**src/ivc_pkg.sv**
```systemverilog
// ivc_pkg: constants, source table and register map of the vector control
// assumes one clock domain and a word-indexed register port
package ivc_pkg;
  localparam int NSRC = 15;
  localparam int NEXT = 5;
  localparam int NPER = 10;
  localparam int AW   = 8;
  localparam int DW   = 16;
  localparam int IW   = 4;

  // register indexes
  localparam logic [AW-1:0] A_FLAG0     = 8'h00; // flag words 0..7
  localparam logic [AW-1:0] A_EN0       = 8'h08; // enable words 0..7
  localparam logic [AW-1:0] A_PRIO0     = 8'h10; // priority words 0..29
  localparam logic [AW-1:0] A_PRIO_LAST = 8'h2d;
  localparam logic [AW-1:0] A_CTL2      = 8'h30;
  localparam logic [AW-1:0] A_EVT_STS   = 8'h31;
  localparam logic [AW-1:0] A_EVT_MASK  = 8'h32;
  localparam logic [AW-1:0] A_ACTIVE    = 8'h33;

  // control word 2 fields
  localparam int B_GIE  = 15;
  localparam int B_HOLD = 14;
  localparam int B_TRAP = 13;
  localparam int B_ALT  = 8;
  localparam logic [DW-1:0] CTL2_RST = 16'h0000;

  // event status bits
  localparam int E_TRAP = 0;
  localparam int E_REQ  = 1;
  localparam int NEVT   = 2;

  typedef struct packed {
    logic [6:0]  vec;
    logic [6:0]  irq;
    logic [23:0] addr;
    logic [2:0]  fw;
    logic [3:0]  fb;
    logic [4:0]  pw;
    logic [3:0]  pl;
  } ivc_src_s;

  // sources in ascending vector order: vec, irq, addr, flag word, bit, prio word, lsb
  localparam ivc_src_s SRC_TAB [NSRC] = '{
    '{7'h08, 7'h00, 24'h000014, 3'h0, 4'h0, 5'h00, 4'h0},
    '{7'h09, 7'h01, 24'h000016, 3'h0, 4'h1, 5'h00, 4'h4},
    '{7'h0c, 7'h04, 24'h00001c, 3'h0, 4'h4, 5'h01, 4'h0},
    '{7'h15, 7'h0d, 24'h00002e, 3'h0, 4'hd, 5'h03, 4'h4},
    '{7'h17, 7'h0f, 24'h000032, 3'h0, 4'hf, 5'h03, 4'hc},
    '{7'h1b, 7'h13, 24'h00003a, 3'h1, 4'h3, 5'h04, 4'hc},
    '{7'h1c, 7'h14, 24'h00003c, 3'h1, 4'h4, 5'h05, 4'h0},
    '{7'h25, 7'h1d, 24'h00004e, 3'h1, 4'hd, 5'h07, 4'h4},
    '{7'h3d, 7'h35, 24'h00007e, 3'h3, 4'h5, 5'h0d, 4'h4},
    '{7'h3e, 7'h36, 24'h000080, 3'h3, 4'h6, 5'h0d, 4'h8},
    '{7'h3f, 7'h37, 24'h000082, 3'h3, 4'h7, 5'h0d, 4'hc},
    '{7'h5c, 7'h54, 24'h0000bc, 3'h5, 4'h4, 5'h15, 4'h0},
    '{7'h6b, 7'h63, 24'h0000da, 3'h6, 4'h3, 5'h18, 4'hc},
    '{7'h72, 7'h6a, 24'h0000e8, 3'h6, 4'ha, 5'h1a, 4'h8},
    '{7'h7d, 7'h75, 24'h0000fe, 3'h7, 4'h5, 5'h1d, 4'h4}
  };
endpackage

```
**src/ivc_arb_if.sv**
```systemverilog
// ivc_arb_if: pending sources and priorities to the arbiter, winner back
// assumes purely combinational use within one clock domain
`timescale 1ns/1ps
interface ivc_arb_if;
  import ivc_pkg::*;
  logic [NSRC-1:0] pend;
  logic [2:0]      prio [NSRC];
  logic            win_valid;
  logic [IW-1:0]   win_idx;
  logic [2:0]      win_level;
  modport ctl (output pend, prio, input win_valid, win_idx, win_level);
  modport arb (input pend, prio, output win_valid, win_idx, win_level);
endinterface

```
**src/ivc_arb.sv**
```systemverilog
// ivc_arb: picks the pending source with the highest priority field
// assumes the source table is in ascending vector order
`timescale 1ns/1ps
module ivc_arb
  import ivc_pkg::*;
(
  ivc_arb_if.arb a
);
  // strictly greater keeps the lower index, so the lower vector, on a tie
  always_comb begin
    a.win_valid = 1'b0;
    a.win_idx   = '0;
    a.win_level = '0;
    for (int i = 0; i < NSRC; i++) begin
      if (a.pend[i] && (!a.win_valid || a.prio[i] > a.win_level)) begin
        a.win_valid = 1'b1;
        a.win_idx   = IW'(i);
        a.win_level = a.prio[i];
      end
    end
  end
endmodule

```
**src/ivc_top.sv**
```systemverilog
// ivc_top: interrupt vector control, register port, edge detect, request out
// assumes all inputs synchronous to CLK_SYS and a master that never waits
`timescale 1ns/1ps
module ivc_top
  import ivc_pkg::*;
#(
  parameter logic [23:0] ALT_OFS = 24'h000100
) (
  input  wire logic            CLK_SYS,
  input  wire logic            ARST_N,
  input  wire logic [AW-1:0]   ADDR,
  input  wire logic [DW-1:0]   WDATA,
  input  wire logic            WR_STB,
  input  wire logic            RD_STB,
  output logic      [DW-1:0]   RDATA,
  input  wire logic [NEXT-1:0] EXT_PIN,
  input  wire logic [NPER-1:0] PERIPH_EVT,
  input  wire logic            HOLD_INSTR,
  input  wire logic            IRQ_ACK,
  output logic                 IRQ_REQ,
  output logic      [6:0]      IRQ_VECTOR,
  output logic      [6:0]      IRQ_NUM,
  output logic      [23:0]     IRQ_ADDR,
  output logic      [2:0]      IRQ_LEVEL,
  output logic                 SOFT_TRAP,
  output logic                 INT_OUT
);

  // block state
  logic [NSRC-1:0] flag;
  logic [NSRC-1:0] en;
  logic [2:0]      prio [NSRC];
  logic            global_irq_enable;
  logic            hold_sts;
  logic            alt;
  logic [NEXT-1:0] pol;
  logic [NEXT-1:0] ext_prev;
  logic            primed;
  logic [NEVT-1:0] evt_sts;
  logic [NEVT-1:0] evt_mask;
  logic [IW-1:0]   cur_idx;

  // combinational helpers
  logic [NSRC-1:0] next_flag;
  logic [NSRC-1:0] src_evt;
  logic [NSRC-1:0] ack_clr;
  logic [NEXT-1:0] ext_edge;
  logic [NEVT-1:0] evt_set;
  logic [NEVT-1:0] next_sts;
  logic [NEVT-1:0] next_mask;
  logic [DW-1:0]   next_rdata;
  logic [DW-1:0]   ctl2_rd;
  logic [4:0]      prio_word;
  logic            prio_hit;
  logic            wr_flag;
  logic            wr_en;
  logic            wr_prio;
  logic            wr_ctl;
  logic            next_req;

  ivc_arb_if arb_bus ();

  ivc_arb u_arb (
    .a (arb_bus.arb)
  );

  // true when the address falls in an eight-word bank
  function automatic logic in_bank(input logic [AW-1:0] adr, input logic [AW-1:0] base);
    return adr[AW-1:3] == base[AW-1:3];
  endfunction

  // gathers per-source bits into the layout of one flag or enable word
  function automatic logic [DW-1:0] pack_word(input logic [NSRC-1:0] v, input logic [2:0] w);
    logic [DW-1:0] r;
    r = '0;
    for (int i = 0; i < NSRC; i++) begin
      if (SRC_TAB[i].fw == w) begin
        r[SRC_TAB[i].fb] = v[i];
      end
    end
    return r;
  endfunction

  // address decode
  assign prio_hit  = (ADDR >= A_PRIO0) && (ADDR <= A_PRIO_LAST);
  assign prio_word = 5'(ADDR - A_PRIO0);
  assign wr_flag   = WR_STB && in_bank(ADDR, A_FLAG0);
  assign wr_en     = WR_STB && in_bank(ADDR, A_EN0);
  assign wr_prio   = WR_STB && prio_hit;
  assign wr_ctl    = WR_STB && (ADDR == A_CTL2);

  // edge detect per external input, polarity chosen by software
  genvar g;
  generate
    for (g = 0; g < NEXT; g++) begin : g_edge
      assign ext_edge[g] = primed && (pol[g] ? (ext_prev[g] && !EXT_PIN[g])
                                             : (!ext_prev[g] && EXT_PIN[g]));
    end
  endgenerate

  // previous pin level; first cycle after reset sees no edge
  always_ff @(posedge CLK_SYS or negedge ARST_N) begin
    if (!ARST_N) begin
      ext_prev <= '0;
      primed   <= 1'b0;
    end else begin
      ext_prev <= EXT_PIN;
      primed   <= 1'b1;
    end
  end

  // event vector in table order
  assign src_evt = {PERIPH_EVT[9:5], ext_edge[4:1], PERIPH_EVT[4:0], ext_edge[0]};

  // core acknowledge retires the presented source
  always_comb begin
    ack_clr = '0;
    if (IRQ_ACK && IRQ_REQ) begin
      ack_clr[cur_idx] = 1'b1;
    end
  end

  // flag update: write or acknowledge, then a new event wins
  always_comb begin
    for (int i = 0; i < NSRC; i++) begin
      next_flag[i] = flag[i];
      if (wr_flag && ADDR[2:0] == SRC_TAB[i].fw) begin
        next_flag[i] = WDATA[SRC_TAB[i].fb];
      end
      if (ack_clr[i]) begin
        next_flag[i] = 1'b0;
      end
      next_flag[i] = next_flag[i] | src_evt[i];
    end
  end

  // request flags
  always_ff @(posedge CLK_SYS or negedge ARST_N) begin
    if (!ARST_N) begin
      flag <= '0;
    end else begin
      flag <= next_flag;
    end
  end

  // enable bits
  always_ff @(posedge CLK_SYS or negedge ARST_N) begin
    if (!ARST_N) begin
      en <= '0;
    end else if (wr_en) begin
      for (int i = 0; i < NSRC; i++) begin
        if (ADDR[2:0] == SRC_TAB[i].fw) begin
          en[i] <= WDATA[SRC_TAB[i].fb];
        end
      end
    end
  end

  // priority fields
  always_ff @(posedge CLK_SYS or negedge ARST_N) begin
    if (!ARST_N) begin
      for (int i = 0; i < NSRC; i++) begin
        prio[i] <= '0;
      end
    end else if (wr_prio) begin
      for (int i = 0; i < NSRC; i++) begin
        if (prio_word == SRC_TAB[i].pw) begin
          prio[i] <= WDATA[SRC_TAB[i].pl +: 3];
        end
      end
    end
  end

  // control word 2, writable fields
  always_ff @(posedge CLK_SYS or negedge ARST_N) begin
    if (!ARST_N) begin
      global_irq_enable       <= CTL2_RST[B_GIE];
      SOFT_TRAP <= CTL2_RST[B_TRAP];
      alt       <= CTL2_RST[B_ALT];
      pol       <= CTL2_RST[NEXT-1:0];
    end else if (wr_ctl) begin
      global_irq_enable       <= WDATA[B_GIE];
      SOFT_TRAP <= WDATA[B_TRAP];
      alt       <= WDATA[B_ALT];
      pol       <= WDATA[NEXT-1:0];
    end
  end

  // hold-instruction status follows the core, never software
  always_ff @(posedge CLK_SYS or negedge ARST_N) begin
    if (!ARST_N) begin
      hold_sts <= CTL2_RST[B_HOLD];
    end else begin
      hold_sts <= HOLD_INSTR;
    end
  end

  assign ctl2_rd = {global_irq_enable, hold_sts, SOFT_TRAP, 4'h0, alt, 3'h0, pol};

  // arbitration input; an acknowledged source drops out at once
  always_comb begin
    arb_bus.pend = flag & en & ~ack_clr;
    for (int i = 0; i < NSRC; i++) begin
      arb_bus.prio[i] = prio[i];
    end
  end

  // maskable requests need the global enable; traps bypass it
  assign next_req = global_irq_enable && arb_bus.win_valid;

  // presented request, vector and table address
  always_ff @(posedge CLK_SYS or negedge ARST_N) begin
    if (!ARST_N) begin
      IRQ_REQ    <= 1'b0;
      cur_idx    <= '0;
      IRQ_VECTOR <= '0;
      IRQ_NUM    <= '0;
      IRQ_ADDR   <= '0;
      IRQ_LEVEL  <= '0;
    end else if (next_req) begin
      IRQ_REQ    <= 1'b1;
      cur_idx    <= arb_bus.win_idx;
      IRQ_VECTOR <= SRC_TAB[arb_bus.win_idx].vec;
      IRQ_NUM    <= SRC_TAB[arb_bus.win_idx].irq;
      IRQ_ADDR   <= SRC_TAB[arb_bus.win_idx].addr + (alt ? ALT_OFS : 24'h000000);
      IRQ_LEVEL  <= arb_bus.win_level;
    end else begin
      IRQ_REQ    <= 1'b0;
      cur_idx    <= '0;
      IRQ_VECTOR <= '0;
      IRQ_NUM    <= '0;
      IRQ_ADDR   <= '0;
      IRQ_LEVEL  <= '0;
    end
  end

  // block events: trap raised, new request presented
  always_comb begin
    evt_set         = '0;
    evt_set[E_TRAP] = wr_ctl && WDATA[B_TRAP] && !SOFT_TRAP;
    evt_set[E_REQ]  = next_req && !IRQ_REQ;
    next_sts        = evt_sts;
    if (WR_STB && ADDR == A_EVT_STS) begin
      next_sts = evt_sts & ~WDATA[NEVT-1:0];
    end
    next_sts  = next_sts | evt_set;
    next_mask = (WR_STB && ADDR == A_EVT_MASK) ? WDATA[NEVT-1:0] : evt_mask;
  end

  // sticky status, mask and level interrupt
  always_ff @(posedge CLK_SYS or negedge ARST_N) begin
    if (!ARST_N) begin
      evt_sts  <= '0;
      evt_mask <= '0;
      INT_OUT  <= 1'b0;
    end else begin
      evt_sts  <= next_sts;
      evt_mask <= next_mask;
      INT_OUT  <= |(next_sts & next_mask);
    end
  end

  // read mux; unmapped indexes read zero
  always_comb begin
    next_rdata = '0;
    if (in_bank(ADDR, A_FLAG0)) begin
      next_rdata = pack_word(flag, ADDR[2:0]);
    end else if (in_bank(ADDR, A_EN0)) begin
      next_rdata = pack_word(en, ADDR[2:0]);
    end else if (prio_hit) begin
      for (int i = 0; i < NSRC; i++) begin
        if (prio_word == SRC_TAB[i].pw) begin
          next_rdata[SRC_TAB[i].pl +: 3] = prio[i];
        end
      end
    end else begin
      case (ADDR)
        A_CTL2:     next_rdata = ctl2_rd;
        A_EVT_STS:  next_rdata = {{(DW-NEVT){1'b0}}, evt_sts};
        A_EVT_MASK: next_rdata = {{(DW-NEVT){1'b0}}, evt_mask};
        A_ACTIVE:   next_rdata = {IRQ_REQ, IRQ_LEVEL, 5'h00, IRQ_VECTOR};
        default:    next_rdata = '0;
      endcase
    end
  end

  // read data valid only in the cycle after the strobe
  always_ff @(posedge CLK_SYS or negedge ARST_N) begin
    if (!ARST_N) begin
      RDATA <= '0;
    end else begin
      RDATA <= RD_STB ? next_rdata : '0;
    end
  end

  // independent maximum of pending levels for checking
  logic [2:0]      chk_max;
  logic [2:0]      chk_max_q;
  logic [NSRC-1:0] pend_q;
  always_comb begin
    chk_max = '0;
    for (int i = 0; i < NSRC; i++) begin
      if (arb_bus.pend[i] && prio[i] > chk_max) begin
        chk_max = prio[i];
      end
    end
  end
  always_ff @(posedge CLK_SYS or negedge ARST_N) begin
    if (!ARST_N) begin
      chk_max_q <= '0;
      pend_q    <= '0;
    end else begin
      chk_max_q <= chk_max;
      pend_q    <= arb_bus.pend; // what the arbiter saw last cycle
    end
  end
endmodule

```
**config.mk**
```make
export PLATFORM = sky130hd
export DESIGN_NAME = ivc_top
export DESIGN_NICKNAME = d
export VERILOG_FILES = /design/src/ivc_pkg.sv /design/src/ivc_arb_if.sv /design/src/ivc_arb.sv /design/src/ivc_top.sv
export SDC_FILE = /design/constraint.sdc
export NUM_CORES = 1
export LEC_CHECK = 0
export ABC_AREA = 1
export BUFFER_PORTS_ARGS = -buffer_cell sky130_fd_sc_hd__buf_2
export CAP_MARGIN = 40
export CORE_MARGIN = 10
export CORE_UTILIZATION = 25
export DETAILED_ROUTE_END_ITERATION = 10
export GPL_ROUTABILITY_DRIVEN = 0
export SETUP_SLACK_MARGIN = 0.2
export SKIP_LAST_GASP = 1
export SYNTH_ARGS = -nofsm -noshare
export SYNTH_HDL_FRONTEND = slang
export SYNTH_SLANG_ARGS = --single-unit
```
**constraint.sdc**
```tcl
create_clock -name CLK_SYS -period 14.3 [get_ports CLK_SYS]
set_clock_uncertainty 0.2 [all_clocks]
set_input_delay 2.86 -clock CLK_SYS [delete_from_list [all_inputs] [get_ports CLK_SYS]]
set_output_delay 2.86 -clock CLK_SYS [all_outputs]
set_load 0.05 [all_outputs]
```
== Yosys cells after proc, flatten, opt, wreduce, memory -nomap -nowiden ==
Memories as Yosys holds them, arrays and structs flattened.
Index checks and enable logic that the tools add are counted.
Word-level totals
  register bits: 157
  memory bits (read-only): 864
  input bits: 45
  output and inout bits: 60
  word-level logic and storage cells: 368
  memories: 1
Memories
  (name not given): words 16, bits a word 54, read ports 1, clocked after Yosys merged registers in 0, write ports 0, line ivc_top.sv:225  | IRQ_ADDR <= SRC_TAB[arb_bus.win_idx].addr + (alt ? ALT_OFS : 24'h000000);
Operators by class
  add/sub/neg operators: 2
  order comparisons: 19
  equal/unequal tests: 25
  multiplexer cells: 150
  bitwise operators: 23
  reductions and logical operators: 109
Operator list (count)
  2-to-1 mux 3 bit: 39
  2-to-1 mux 54 bit: 2
  2-to-1 mux 1 bit: 87
  one-hot mux 16 bit (4 select lines): 1
  logical AND 1 bit: 48
  2-to-1 mux 16 bit: 3
  greater-than comparator 3 bit: 14
  AND reduction 2 bit: 17
  == test 8 x 6 -> 1 bit, second input constant: 4
  2-to-1 mux 4 bit: 8
  AND 15 bit: 2
  zero test 1 bit: 26
  adder 24 x 9 -> 24 bit: 1
  2-to-1 mux 24 bit: 1
  == test 5 bit, second input constant: 4
  == test 5 x 3 -> 1 bit, second input constant: 3
  2-to-1 mux 15 bit: 1
  NOT 15 bit: 1
  bitwise OR 1 bit: 15
  logical OR 1 bit: 14
  2-to-1 mux 7 bit: 2
  == test 5 x 1 -> 1 bit, second input constant: 2
  zero test 5 bit: 2
  == test 3 bit, first input constant: 3
  other kinds (22): 28

== Longest topological paths before layout ==
Gate-level depths: netlist of the first run.
  word-level depth: 70
  gate-level depth with buffers: 141
  gate-level depth less buffers: 141

== By module ==
From an unflattened synthesis of the first run, not the netlist that was laid out.
Unflattened totals
  cells, all modules: 1149
  area, all modules: 8516.9 µm²
Modules (own cells, without submodules)
  ivc_top: times used 1, cells an instance 815, area an instance 6637.6 µm², seq. area each 3378.2 µm²
  ivc_arb: times used 1, cells an instance 334, area an instance 1879.3 µm², seq. area each 0.0 µm²

== Worst setup path after synthesis of the first run ==
No wires, ideal clock.
  kind: input to register
  start point: input port IRQ_ACK
  end point: register IRQ_ADDR[4]
  setup time: 125 ps
  data arrival time: 17662 ps
  required time: 13975 ps
  slack: -3687 ps
  cell stages on the path: 137
  buffers on the path: 0
  path through: nand2_2 inv_2 nand3_1 nand2_2 nor2_1 inv_1 ha_1 a21oi_1 nand2_1 nand2_1 nand2_1 nand2_2 nand2_1 and2_1 ha_1 a21oi_1 o21ai_0 nand2_1 [101 not listed] nand2_1 inv_1 nand2_1 and2_1 ha_1 nand2_1 o21ai_0 nand2_1 a21oi_1 inv_1 nand2_1 inv_1 ha_1 nand3_1 inv_1 nand2_1 o21ai_0 nor2_1
On the way
  word-level cells in the longest chain between the ends: 67
  elaborated cells between the ends (all ways): 110
  classes of those cells: add/sub (1); order compare (14); mux (47); bitwise (3); reduce/logical (44); memory (1)
RTL lines
  from (decl): line ivc_top.sv:19  | input wire logic IRQ_ACK,
  logical AND 1 bit (*): line ivc_top.sv:118  | if (IRQ_ACK && IRQ_REQ) begin
  2-to-1 mux 15 bit (*): line ivc_top.sv:118
  NOT 15 bit (*): line ivc_top.sv:202  | arb_bus.pend = flag & en & ~ack_clr;
  AND 15 bit (*): line ivc_top.sv:202
  2-to-1 mux 3 bit / 2-to-1 mux 1 bit (equally long branches): line ivc_arb.sv:15  | if (a.pend[i] && (!a.win_valid || a.prio[i] > a.win_level)) begin
  greater-than comparator 3 bit / zero test 1 bit (equally long branches): line ivc_arb.sv:15
  logical OR 1 bit: line ivc_arb.sv:15
  logical AND 1 bit: line ivc_arb.sv:15
  [50 not listed]
  logical OR 1 bit: line ivc_arb.sv:15
  logical AND 1 bit: line ivc_arb.sv:15
  2-to-1 mux 4 bit: line ivc_arb.sv:15
  NOT 4 -> 5 bit (implied by the code): line ivc_top.sv:225
  memory (16 x 54 bit)
  2-to-1 mux 54 bit (implied by the code) (2 in a row): line ivc_top.sv:225
  adder 24 x 9 -> 24 bit: line ivc_top.sv:225
  2-to-1 mux 24 bit (*): line ivc_top.sv:220  | end else if (next_req) begin
  to (signal assigned): line ivc_top.sv:225
  to (decl): line ivc_top.sv:23  | output logic [23:0] IRQ_ADDR,
Mark *: on every way between the ends. The rest lies on a longest branch, timed or not. The select of a mux whose other input is x is not followed.
A chain may end at the register's enable or synchronous reset.

== Final worst setup path of the first run ==
  start point: input port IRQ_ACK
  end point: register IRQ_NUM[6]
On the way
  word-level cells in the longest chain between the ends: 66
  elaborated cells between the ends (all ways): 109
  classes of those cells: order compare (14); mux (47); bitwise (3); reduce/logical (44); memory (1)
RTL lines
  logical AND 1 bit (*): line ivc_top.sv:118
  2-to-1 mux 15 bit (*): line ivc_top.sv:118
  NOT 15 bit (*): line ivc_top.sv:202
  AND 15 bit (*): line ivc_top.sv:202
  2-to-1 mux 3 bit / 2-to-1 mux 1 bit (equally long branches): line ivc_arb.sv:15
  greater-than comparator 3 bit / zero test 1 bit (equally long branches): line ivc_arb.sv:15
  logical OR 1 bit: line ivc_arb.sv:15
  logical AND 1 bit: line ivc_arb.sv:15
  [49 not listed]
  greater-than comparator 3 bit / zero test 1 bit (equally long branches): line ivc_arb.sv:15
  logical OR 1 bit: line ivc_arb.sv:15
  logical AND 1 bit: line ivc_arb.sv:15
  2-to-1 mux 4 bit: line ivc_arb.sv:15
  NOT 4 -> 5 bit (implied by the code): line ivc_top.sv:224  | IRQ_NUM <= SRC_TAB[arb_bus.win_idx].irq;
  memory (16 x 54 bit)
  2-to-1 mux 54 bit (2 in a row)
  2-to-1 mux 7 bit (*): line ivc_top.sv:220
  to (signal assigned): line ivc_top.sv:224
  to (decl): line ivc_top.sv:22  | output logic [6:0] IRQ_NUM,
Marks and branches as above.

==> impl_metrics.py, run 1 <==
metrics = {
    "finish": {
        "fillCellCount": 3403,
        "regArea_mm2": 0.00338,
        "finalNetCount": 1500,
        "antenna_cells": 0,
        "drive_gt1_share_pct": 36.0,
        "area_growth_pct": 44.1,
        "multi_input_area_mm2": 0.00498,
    },
    "synth": {
        "synth_ff_type": "dfrtp_1",
        "synth_top_area_share_pct": 40.0,
        "ys_seq_area_share_pct": 40.0,
        "synth-edff-count": 0,
        "synth.avg_cell_area_um2": 7.50,
        "synth_area_mm2": 0.00845,
        "yosys-top-cells-count": "240 x nand2_1, 165 x inv_1, 139 x o21ai_0",
        "async_reset_ff_share_pct": 100,
        "synth_area_leaders": "dfrtp_1 40%, nand2_1 11%, o21ai_0 8.2%",
        "synth.distinct_cells": 47,
        "yosysWarnings": 0,
        "synthCells": 1126,
        "synthMostInstantiatedCell": "nand2_1",
        "ys_ff_latch": 135,
        "yosys.area.top_type": "dfrtp_1",
    },
    "detailed_routing": {
        "ant_nets": 0,
        "drt_iter0_markers": 697,
        "via_count": 8895,
        "wire_per_inst_um": 17.5,
        "drtPass1Iterations": 5,
        "drt_wl_total_um": 32900,
        "drc_errors": 0,
        "vias_per_cell": 4.75,
    },
    "sta": {
        "maxSlewViolCount": 0,
        "finalSetupViolations": 23,
        "hold_ws_ps": 315,
        "finalHoldViolCount": 0,
        "fin_ws_ps": -3120,
        "tightestPinTransition_ps": 945,
        "rsz0062_at_grt": "yes",
        "period_share_pct": 122,
        "fmax_ghz": 0.0574,
        "min_period_ps": 17420,
        "maxSlewHeadroom_pct": 36.8,
    },
    "placed_design": {
        "dpl_worst_slack_ps": -3920,
        "dp_hpwl_um": 24800,
        "port_buffers": 86,
    },
    "clock_tree": {
        "cts_max_path_buffers": 2,
        "insertion_delay_ps": 430,
        "cts.sinks": 135,
        "numCtsBuffers": 17,
        "clk_pin_slew_ps": 60,
        "cts_tree": "done",
        "root_buffer": "clkbuf_16",
        "htreeDepth": 4,
    },
    "worst_setup_path": {
        "cp_num_buf_inv": 39,
        "endpoint_kind": "flip-flop",
        "cp_slowest_cell": "ha_1",
        "path_class": "in2reg",
        "worst_ep_required_time_ps": 14430,
        "max_stage_delay_ps": 300,
        "crit_top_cell": "buf_4",
        "crit_arrival_ps": 17550,
        "path_max_fanout": 7,
        "cp_top_family": "simple AND/OR/NAND/NOR gates",
        "worstSetupStartpointType": "input port",
    },
    "floorplanning": {
        "dieHeight_um": 204,
        "die_w_um": 204,
        "std_cell_rows": 67,
        "dieArea_mm2": 0.0416,
        "coreArea_mm2": 0.0334,
        "start_util_pct": 25.3,
        "io_pins": 105,
    },
    "power_and_ir_drop": {
        "p_leak_uw": 0.00615,
        "p_comb_share_pct": 59.0,
        "p_sw_share_pct": 40.7,
        "power.internal_uw": 1280,
        "vdd_drop_max_mv": 0.155,
        "powerDensity_mw_per_mm2": 178,
        "clkPwrFrac_pct": 20.5,
        "seq_power_share_pct": 20.5,
        "p_total_uw": 2160,
        "p_switching_uw": 880,
    },
    "run": {
        "drv_cap": 0,
    },
    "outcome": {
        "violations": "negative setup slack",
        "status": "finished, violations left",
    },
    "global_routing": {
        "antenna_found_initial": 2,
        "grt_pass1_vias": 8916,
        "grtUsageTotal_pct": 15.2,
        "grt_pass1_wl_um": 49400,
        "grt_overflow": 0,
        "grt_max_degree": 73,
    },
    "min_path": {
        "hold_path_class": "reg2reg",
    },
}
-- logic make-up (layout without fill, tap and decap cells) --
| family | Yosys count | after routing | share of synthesized area, % |
|---|---|---|---|
| other | 2 | 18 | 0.0889 |
| flip-flops | 135 | 135 | 40.0 |
| AO/OA/AOI/OAI | 249 | 249 | 17.1 |
| adder cells (fa/ha/maj) | 42 | 42 | 6.22 |
| buffers and inverters | 209 | 493 | 10.4 |
| multiplexers | 3 | 3 | 0.400 |
| AND/OR/NAND/NOR | 486 | 486 | 25.8 |
-- flip-flops by register name, indices dropped and copies added (netlist names), 2 cells and up --
register / count
arb_bus.prio: 45
pol: 5
cur_idx: 4
evt_sts: 2
IRQ_LEVEL: 3
IRQ_NUM: 7
flag: 15
IRQ_VECTOR: 3
evt_mask: 2
ext_prev: 5
IRQ_ADDR: 7
en: 15
RDATA: 15
-- through the flow --
step	instance area (um^2)	util [%]	TNS, ps	instances
finish	12200	36.4	-68250	1874
global route	12200	36.4	-92110	1874
CTS	11700	35.1	-55570	1853
detailed placement	10400	31.1	-85650	1756
global placement	10400	31.0	-71580	1754
floorplan	8730	-	-54570	1142
-- cell usage in the layout (no fill, tap or decap), types with 4 or more instances in the layout --
| master | n |
|---|---|
| o21a_1 | 5 |
| nor2_2 | 8 |
| buf_4 | 194 |
| nor3_1 | 18 |
| clkbuf_16 | 17 |
| buf_6 | 8 |
| and2_4 | 7 |
| a221o_1 | 4 |
| ha_4 | 18 |
| o21ai_2 | 20 |
| o21bai_1 | 6 |
| ha_1 | 22 |
| a221oi_1 | 12 |
| buf_2 | 84 |
| a21oi_2 | 11 |
| nor2_1 | 103 |
| conb_1 | 18 |
| inv_4 | 4 |
| clkinv_1 | 4 |
| o221ai_1 | 5 |
| nand3_2 | 15 |
| o22ai_1 | 13 |
| nand2_2 | 43 |
| clkinvlp_4 | 5 |
| a21oi_1 | 28 |
| o21ai_0 | 97 |
| nand2_1 | 196 |
| inv_1 | 150 |
| inv_6 | 4 |
| nand2_4 | 29 |
| nand3_1 | 46 |
| nand3_4 | 5 |
| inv_2 | 13 |
| o21ai_1 | 23 |
| dfrtp_1 | 135 |
-- power by group through the flow --
stage	sequential (uW)	combinational, uW	clock [uW]
floorplan	466	542	0
global placement	446	860	0
finish	443	1280	444
CTS	441	1110	446
global route	446	1390	463
detailed placement	446	877	0
-- worst register-to-register path, delay by kind of cell, from the launching register on --
| family | cells | cell delay, ps |
|---|---|---|
| flops | 1 | 420 |
| compound gates | 25 | 2520 |
| simple gates | 61 | 5330 |
| buf+inv | 37 | 3820 |
| fa+ha+maj | 12 | 3080 |
-- final cells by class --
| type | count | area share, % |
|---|---|---|
| sequential | 135 | 27.7 |
| clock buffer | 19 | 3.55 |
| multi-input combinational | 798 | 40.9 |
| clock inverter | 13 | 1.22 |
| timing repair buffer | 288 | 16.5 |
| inverter | 173 | 5.50 |
| tap | 448 | 4.60 |
-- what timing repair did --
action                                  4_1_cts  5_1_grt
hold buffers                                  0        0
endpoints found under the setup margin       23       23
cloned                                        0        0
pin swaps                                   110       80
buffers inserted                             65       21
resized for setup                            66       74
-- per-layer routing --
metal / share of wire, % / GRT usage [%] / routed length [um] / vias up
met5: 0 / 0 / 0 / -
met4: 4.9 / 7.51 / 1600 / 0
met3: 5.5 / 2.79 / 1800 / 93
met2: 49 / 26.2 / 16200 / 328
met1: 40 / 17.7 / 13300 / 4233
li1: - / - / - / 4241
-- path summary, 6_finish.rpt --
path                                  from              end  cells past startpoint  slack (ps)
worst max-delay path               IRQ_ACK       IRQ_NUM[6]                    137       -3120
min in group asynchronous           ARST_N           primed                      1        2250
worst min-delay path                 en[6]            en[6]                      2         310
worst min register to register       en[6]            en[6]                      2         310
max in group asynchronous           ARST_N  arb_bus.prio[3]                      3       10540
worst max register to register  cur_idx[1]       IRQ_NUM[6]                    135       -1180
(Power assumes the default switching activity.)
==> run 2: changes to the inputs <==
BUFFER_PORTS_ARGS = -buffer_cell sky130_fd_sc_hd__clkbuf_2   (was -buffer_cell sky130_fd_sc_hd__buf_2)
MAX_ROUTING_LAYER = met4   (was not set)
SYNTH_HIERARCHICAL = 1   (was not set)
==> impl_metrics.py, run 2 <==
metrics = {
    "finish": {
        "final_cell_mix": "263 x nand2_1, 187 x buf_4, 135 x dfrtp_1, 125 x inv_1, 88 x o21ai_0",
        "area_growth_pct": 45.3,
        "fin_util_pct": 36.9,
        "drive_gt1_share_pct": 37.1,
        "finalNetCount": 1526,
        "instances_no_fill": 1900,
        "top_register": "arb_bus.prio",
        "final_common_cell": "nand2_1",
        "largest_register_ffs": 45,
    },
    "floorplanning": {
        "std_cell_rows": 67,
        "die_w_um": 205,
        "io_pins": 105,
        "dieArea_mm2": 0.0419,
        "start_util_pct": 25.4,
        "coreArea_mm2": 0.0335,
        "dieHeight_um": 205,
    },
    "sta": {
        "finalHoldViolCount": 0,
        "fin_ws_ps": -3230,
        "maxSlewViolCount": 0,
        "fmax_ghz": 0.0570,
        "finalSetupViolations": 23,
        "period_share_pct": 123,
        "rsz0062_at_grt": "yes",
        "min_period_ps": 17530,
        "tns_ps": -70430,
        "maxSlewHeadroom_pct": 42.3,
        "tightestPinTransition_ps": 857,
    },
    "worst_setup_path": {
        "crit_top_cell": "nand2_2",
        "worstSetupStartpointType": "input port",
        "r2r_start": "IRQ_REQ",
        "path_class": "in2reg",
        "endpoint_kind": "flip-flop",
        "max_stage_delay_ps": 310,
        "crit_arrival_ps": 17660,
        "setup.worst_path.start": "IRQ_ACK",
        "cp_slowest_cell": "ha_1",
        "worst_ep_required_time_ps": 14420,
        "path_max_fanout": 7,
    },
    "synth": {
        "synthCells": 1149,
        "synth.avg_cell_area_um2": 7.41,
        "yosysWarnings": 6,
        "yosys.area.top_type": "dfrtp_1",
        "synth-edff-count": 0,
        "synth_xor_area_share_pct": 0,
        "synthSimpleGateAreaFrac_pct": 29.1,
        "synthAdderAreaFrac_pct": 6.02,
        "synth_area_mm2": 0.00852,
        "synth_mux_area_share_pct": 0.132,
        "synth_top_family_by_area": "simple AND/OR/NAND/NOR gates",
        "synth_top_area_share_pct": 39.7,
        "async_reset_ff_share_pct": 100,
        "synth.distinct_cells": 50,
        "synth_compound_area_share_pct": 15.5,
        "synth_area_leaders": "dfrtp_1 40%, nand2_1 14%, o21ai_0 6.6%",
        "yosys-top-cells-count": "307 x nand2_1, 139 x inv_1, 135 x dfrtp_1",
        "ys_seq_area_share_pct": 39.7,
        "ys_ff_latch": 135,
        "synthMostInstantiatedCell": "nand2_1",
        "synth_ff_type": "dfrtp_1",
    },
    "power_and_ir_drop": {
        "vdd_drop_max_mv": 0.0947,
        "p_total_uw": 1360,
        "powerDensity_mw_per_mm2": 110,
        "p_leak_uw": 0.00628,
    },
    "min_path": {
        "hp-start": "en[9]",
        "hold_path_class": "reg2reg",
    },
    "detailed_routing": {
        "vias_per_cell": 4.63,
        "drc_errors": 0,
        "wire_per_inst_um": 16.6,
        "drt_wl_total_um": 31600,
        "ant_nets": 0,
        "via_count": 8790,
        "drtPass1Iterations": 5,
        "drt_iter0_markers": 784,
    },
    "clock_tree": {
        "cts.sinks": 135,
        "clk_pin_slew_ps": 60,
        "cts_max_path_buffers": 2,
        "cts_tree": "done",
        "root_buffer": "clkbuf_16",
        "htreeDepth": 4,
        "numCtsBuffers": 17,
        "insertion_delay_ps": 430,
    },
    "run": {
        "drv_cap": 0,
    },
    "placed_design": {
        "dp_cells": 1791,
        "dpl_worst_slack_ps": -4070,
        "dp_hpwl_um": 24100,
        "port_buffers": 86,
    },
    "global_routing": {
        "grt_max_degree": 86,
        "antenna_found_initial": 1,
        "grt_pass1_wl_um": 48400,
        "grt_pass1_vias": 8884,
        "grtUsageTotal_pct": 15.2,
        "grt_overflow": 0,
    },
    "outcome": {
        "violations": "negative setup slack",
        "status": "finished, violations left",
    },
}
run 2: final timing paths:
kind | to | slack [ps] | depth (start not counted)
setup reg to reg | IRQ_ADDR[5] | -1200 | 137
min in group asynchronous | IRQ_REQ | 2280 | 1
max in group asynchronous | arb_bus.prio[42] | 10470 | 2
setup / recovery | IRQ_ADDR[5] | -3230 | 138
hold / removal | en[9] | 290 | 2
hold reg to reg | en[9] | 290 | 2
run 2: repair_timing:
item | in CTS | in global routing
hold buffers | 0 | 0
pin swaps | 97 | 56
resized for setup | 79 | 72
setup endpoints to repair | 23 | 23
setup buffers | 60 | 17
run 2: power breakdown:
group / total [uW] / switching [uW] / internal (uW)
clock: 468 / 173 / 295
sequential: 415 / 16.1 / 399
combinational: 481 / 268 / 213
total: 1360 / 457 / 907
run 2: layout make-up:
type,instances,area (um^2)
fill,3498,21200
multi-input combinational,846,5170
sequential,135,3380
timing repair buffer,291,2050
inverter,149,589
tap,448,561
clock buffer,19,443
clock inverter,11,175
antenna,1,2.50
run 2: logic make-up after synthesis:
logic type | Yosys count
simple gates | 551
compound gates | 235
buf+inv | 184
flops | 135
fa+ha+maj | 41
other cells | 2
mux | 1
run 2: worst max-delay path: cells and delay by family:
family          cells  cell delay (ps)
compound gates     26             2740
fa+ha+maj          14             3660
buf+inv            20             1680
simple gates       78             6690
run 2: per-stage QoR:
stage,instance area [um^2],hold WS (ps)
finish,12400,291
global route,12400,333
CTS,11900,293
detailed placement,10600,278
global placement,10500,276
floorplan,8870,253
run 2: routing by layer:
layer  part of all wire, %  GRT usage [%]  vias to the layer above  wire [um]
met4                   4.1           7.27                        0       1300
met3                   5.7           2.80                       77       1790
met2                    48           23.9                      271      15100
li1                      -              -                     4309          -
met5                     0              -                        -          0
met1                    42           18.4                     4133      13400
==> run 3: changes to the inputs <==
CORE_ASPECT_RATIO = 1.2   (was not set)
CORE_UTILIZATION = 53   (was 25)
PLACE_DENSITY = 0.77   (was not set)
==> impl_metrics.py, run 3 (synthesis results as in run 2) <==
metrics = {
    "detailed_routing": {
        "drt_iter0_markers": 1004,
        "drtPass1Iterations": 6,
        "vias_per_cell": 5.82,
        "via_count": 9570,
        "drc_errors": 0,
        "drt_wl_total_um": 31900,
        "ant_nets": 0,
        "wire_per_inst_um": 19.4,
    },
    "sta": {
        "tightestPinTransition_ps": 931,
        "fmax_ghz": 0.0552,
        "min_period_ps": 18130,
        "fin_ws_ps": -3830,
        "maxSlewHeadroom_pct": 37.4,
        "rsz0062_at_grt": "yes",
        "maxSlewViolCount": 0,
        "finalSetupViolations": 23,
        "finalHoldViolCount": 0,
        "period_share_pct": 127,
    },
    "power_and_ir_drop": {
        "vdd_drop_max_mv": 0.109,
        "p_leak_uw": 0.00618,
        "powerDensity_mw_per_mm2": 111,
        "p_total_uw": 1320,
    },
    "clock_tree": {
        "root_buffer": "clkbuf_16",
        "clk_pin_slew_ps": 60,
        "insertion_delay_ps": 430,
        "numCtsBuffers": 17,
        "cts_max_path_buffers": 2,
        "cts_tree": "done",
        "cts.sinks": 135,
        "htreeDepth": 4,
        "hold_buffers": 0,
    },
    "worst_setup_path": {
        "cp_slowest_cell": "ha_1",
        "worstSetupStartpointType": "input port",
        "r2r_slack_ps": -1930,
        "rr_worst_depth": 137,
        "max_stage_delay_ps": 330,
        "r2r_end": "IRQ_ADDR[3]",
        "path_max_fanout": 7,
        "path_class": "in2reg",
        "worst_ep_required_time_ps": 14410,
        "crit_arrival_ps": 18240,
        "crit_top_cell": "nand2_2",
        "endpoint_kind": "flip-flop",
        "r2r_start": "cur_idx[3]",
        "setup.worst_path.start": "IRQ_ACK",
    },
    "floorplanning": {
        "std_cell_rows": 50,
        "dieHeight_um": 159,
        "io_pins": 105,
        "coreArea_mm2": 0.0157,
        "dieArea_mm2": 0.0216,
        "start_util_pct": 54.2,
        "die_w_um": 136,
    },
    "finish": {
        "drive_gt1_share_pct": 37.0,
        "top_register": "arb_bus.prio",
        "instances_no_fill": 1645,
        "finalNetCount": 1509,
        "area_growth_pct": 40.0,
        "largest_register_ffs": 45,
        "final_cell_mix": "265 x nand2_1, 174 x buf_4, 135 x dfrtp_1, 124 x inv_1, 88 x o21ai_0",
        "final_common_cell": "nand2_1",
    },
    "placed_design": {
        "port_buffers": 86,
        "dp_hpwl_um": 21400,
        "dp_cells": 1547,
    },
    "min_path": {
        "worstHoldEndpoint": "en[9]",
        "hp-start": "en[9]",
        "hold_path_class": "reg2reg",
        "hold_depth": 2,
    },
    "global_routing": {
        "grt_pass1_wl_um": 46500,
        "antenna_found_initial": 1,
        "grt_pass1_vias": 9195,
        "grt_max_degree": 70,
        "grtUsageTotal_pct": 27.8,
        "grt_overflow": 0,
    },
    "outcome": {
        "status": "finished, violations left",
        "violations": "negative setup slack",
    },
    "run": {
        "drv_cap": 0,
    },
}
## run 3: changes by cell type in the layout (fill, tap and decap cells not counted), sizes merged
cell      before  now
inv          148  150
bufinv         4    0
buf          207  190
clkinv         6    7
clkinvlp       2    5
## run 3: power by group
group	internal (uW)	switching, uW	total (uW)
Combinational	211	286	497
Sequential	399	17.0	416
Clock	227	179	406
Total	837	482	1320
## run 3: worst max-delay path by stage
stage,end,slack [ps],depth (start not counted)
global route,IRQ_ADDR[3],-4610,137
detailed placement,IRQ_NUM[0],-4090,139
finish,IRQ_ADDR[3],-3830,139
CTS,IRQ_NUM[3],-3000,139
floorplan,IRQ_ADDR[5],-2910,136
global placement,IRQ_NUM[0],-3490,139
## run 3: timing repair
item | CTS | global route
setup buffers | 48 | 17
setup endpoints to repair | 23 | 23
pin swaps | 97 | 75
cloned | 0 | 0
gates resized for setup | 68 | 86
## run 3: per-stage QoR
stage	utilization (%)	worst slack (ps)	hold slack, ps	area [um^2]	setup TNS (ps)
floorplan	-	-2910	253	8870	-61760
global placement	65.0	-3490	275	10200	-74450
detailed placement	65.1	-4090	283	10200	-87910
CTS	72.6	-3000	297	11400	-64320
global route	75.9	-4610	311	11900	-100930
finish	75.9	-3830	301	11900	-82970
## run 3: critical path, delay by kind of cell
| kind | cells | cell delay (ps) |
|---|---|---|
| buffers and inverters | 27 | 2600 |
| AO/OA/AOI/OAI | 27 | 2840 |
| adder cells (fa/ha/maj) | 13 | 3630 |
| AND/OR/NAND/NOR | 72 | 6320 |
## run 3: area by class of cell
| class | instances | area, um^2 |
|---|---|---|
| multi-input cells | 846 | 5230 |
| flip-flops and latches | 135 | 3380 |
| inverters | 149 | 587 |
| fillers | 1035 | 3780 |
| repair buffers | 274 | 1920 |
| clock inverters | 13 | 100 |
| well taps | 208 | 260 |
| clock buffers | 19 | 443 |
| diodes | 1 | 2.50 |
## run 3: layer usage
metal	share of wire (%)	GRT usage (%)	vias up	routed length [um]
li1	-	-	4289	-
met1	35	31.7	4419	11200
met2	48	43.4	672	15200
met3	9.3	5.26	190	2950
met4	8.0	18.4	0	2550
met5	0	-	-	0
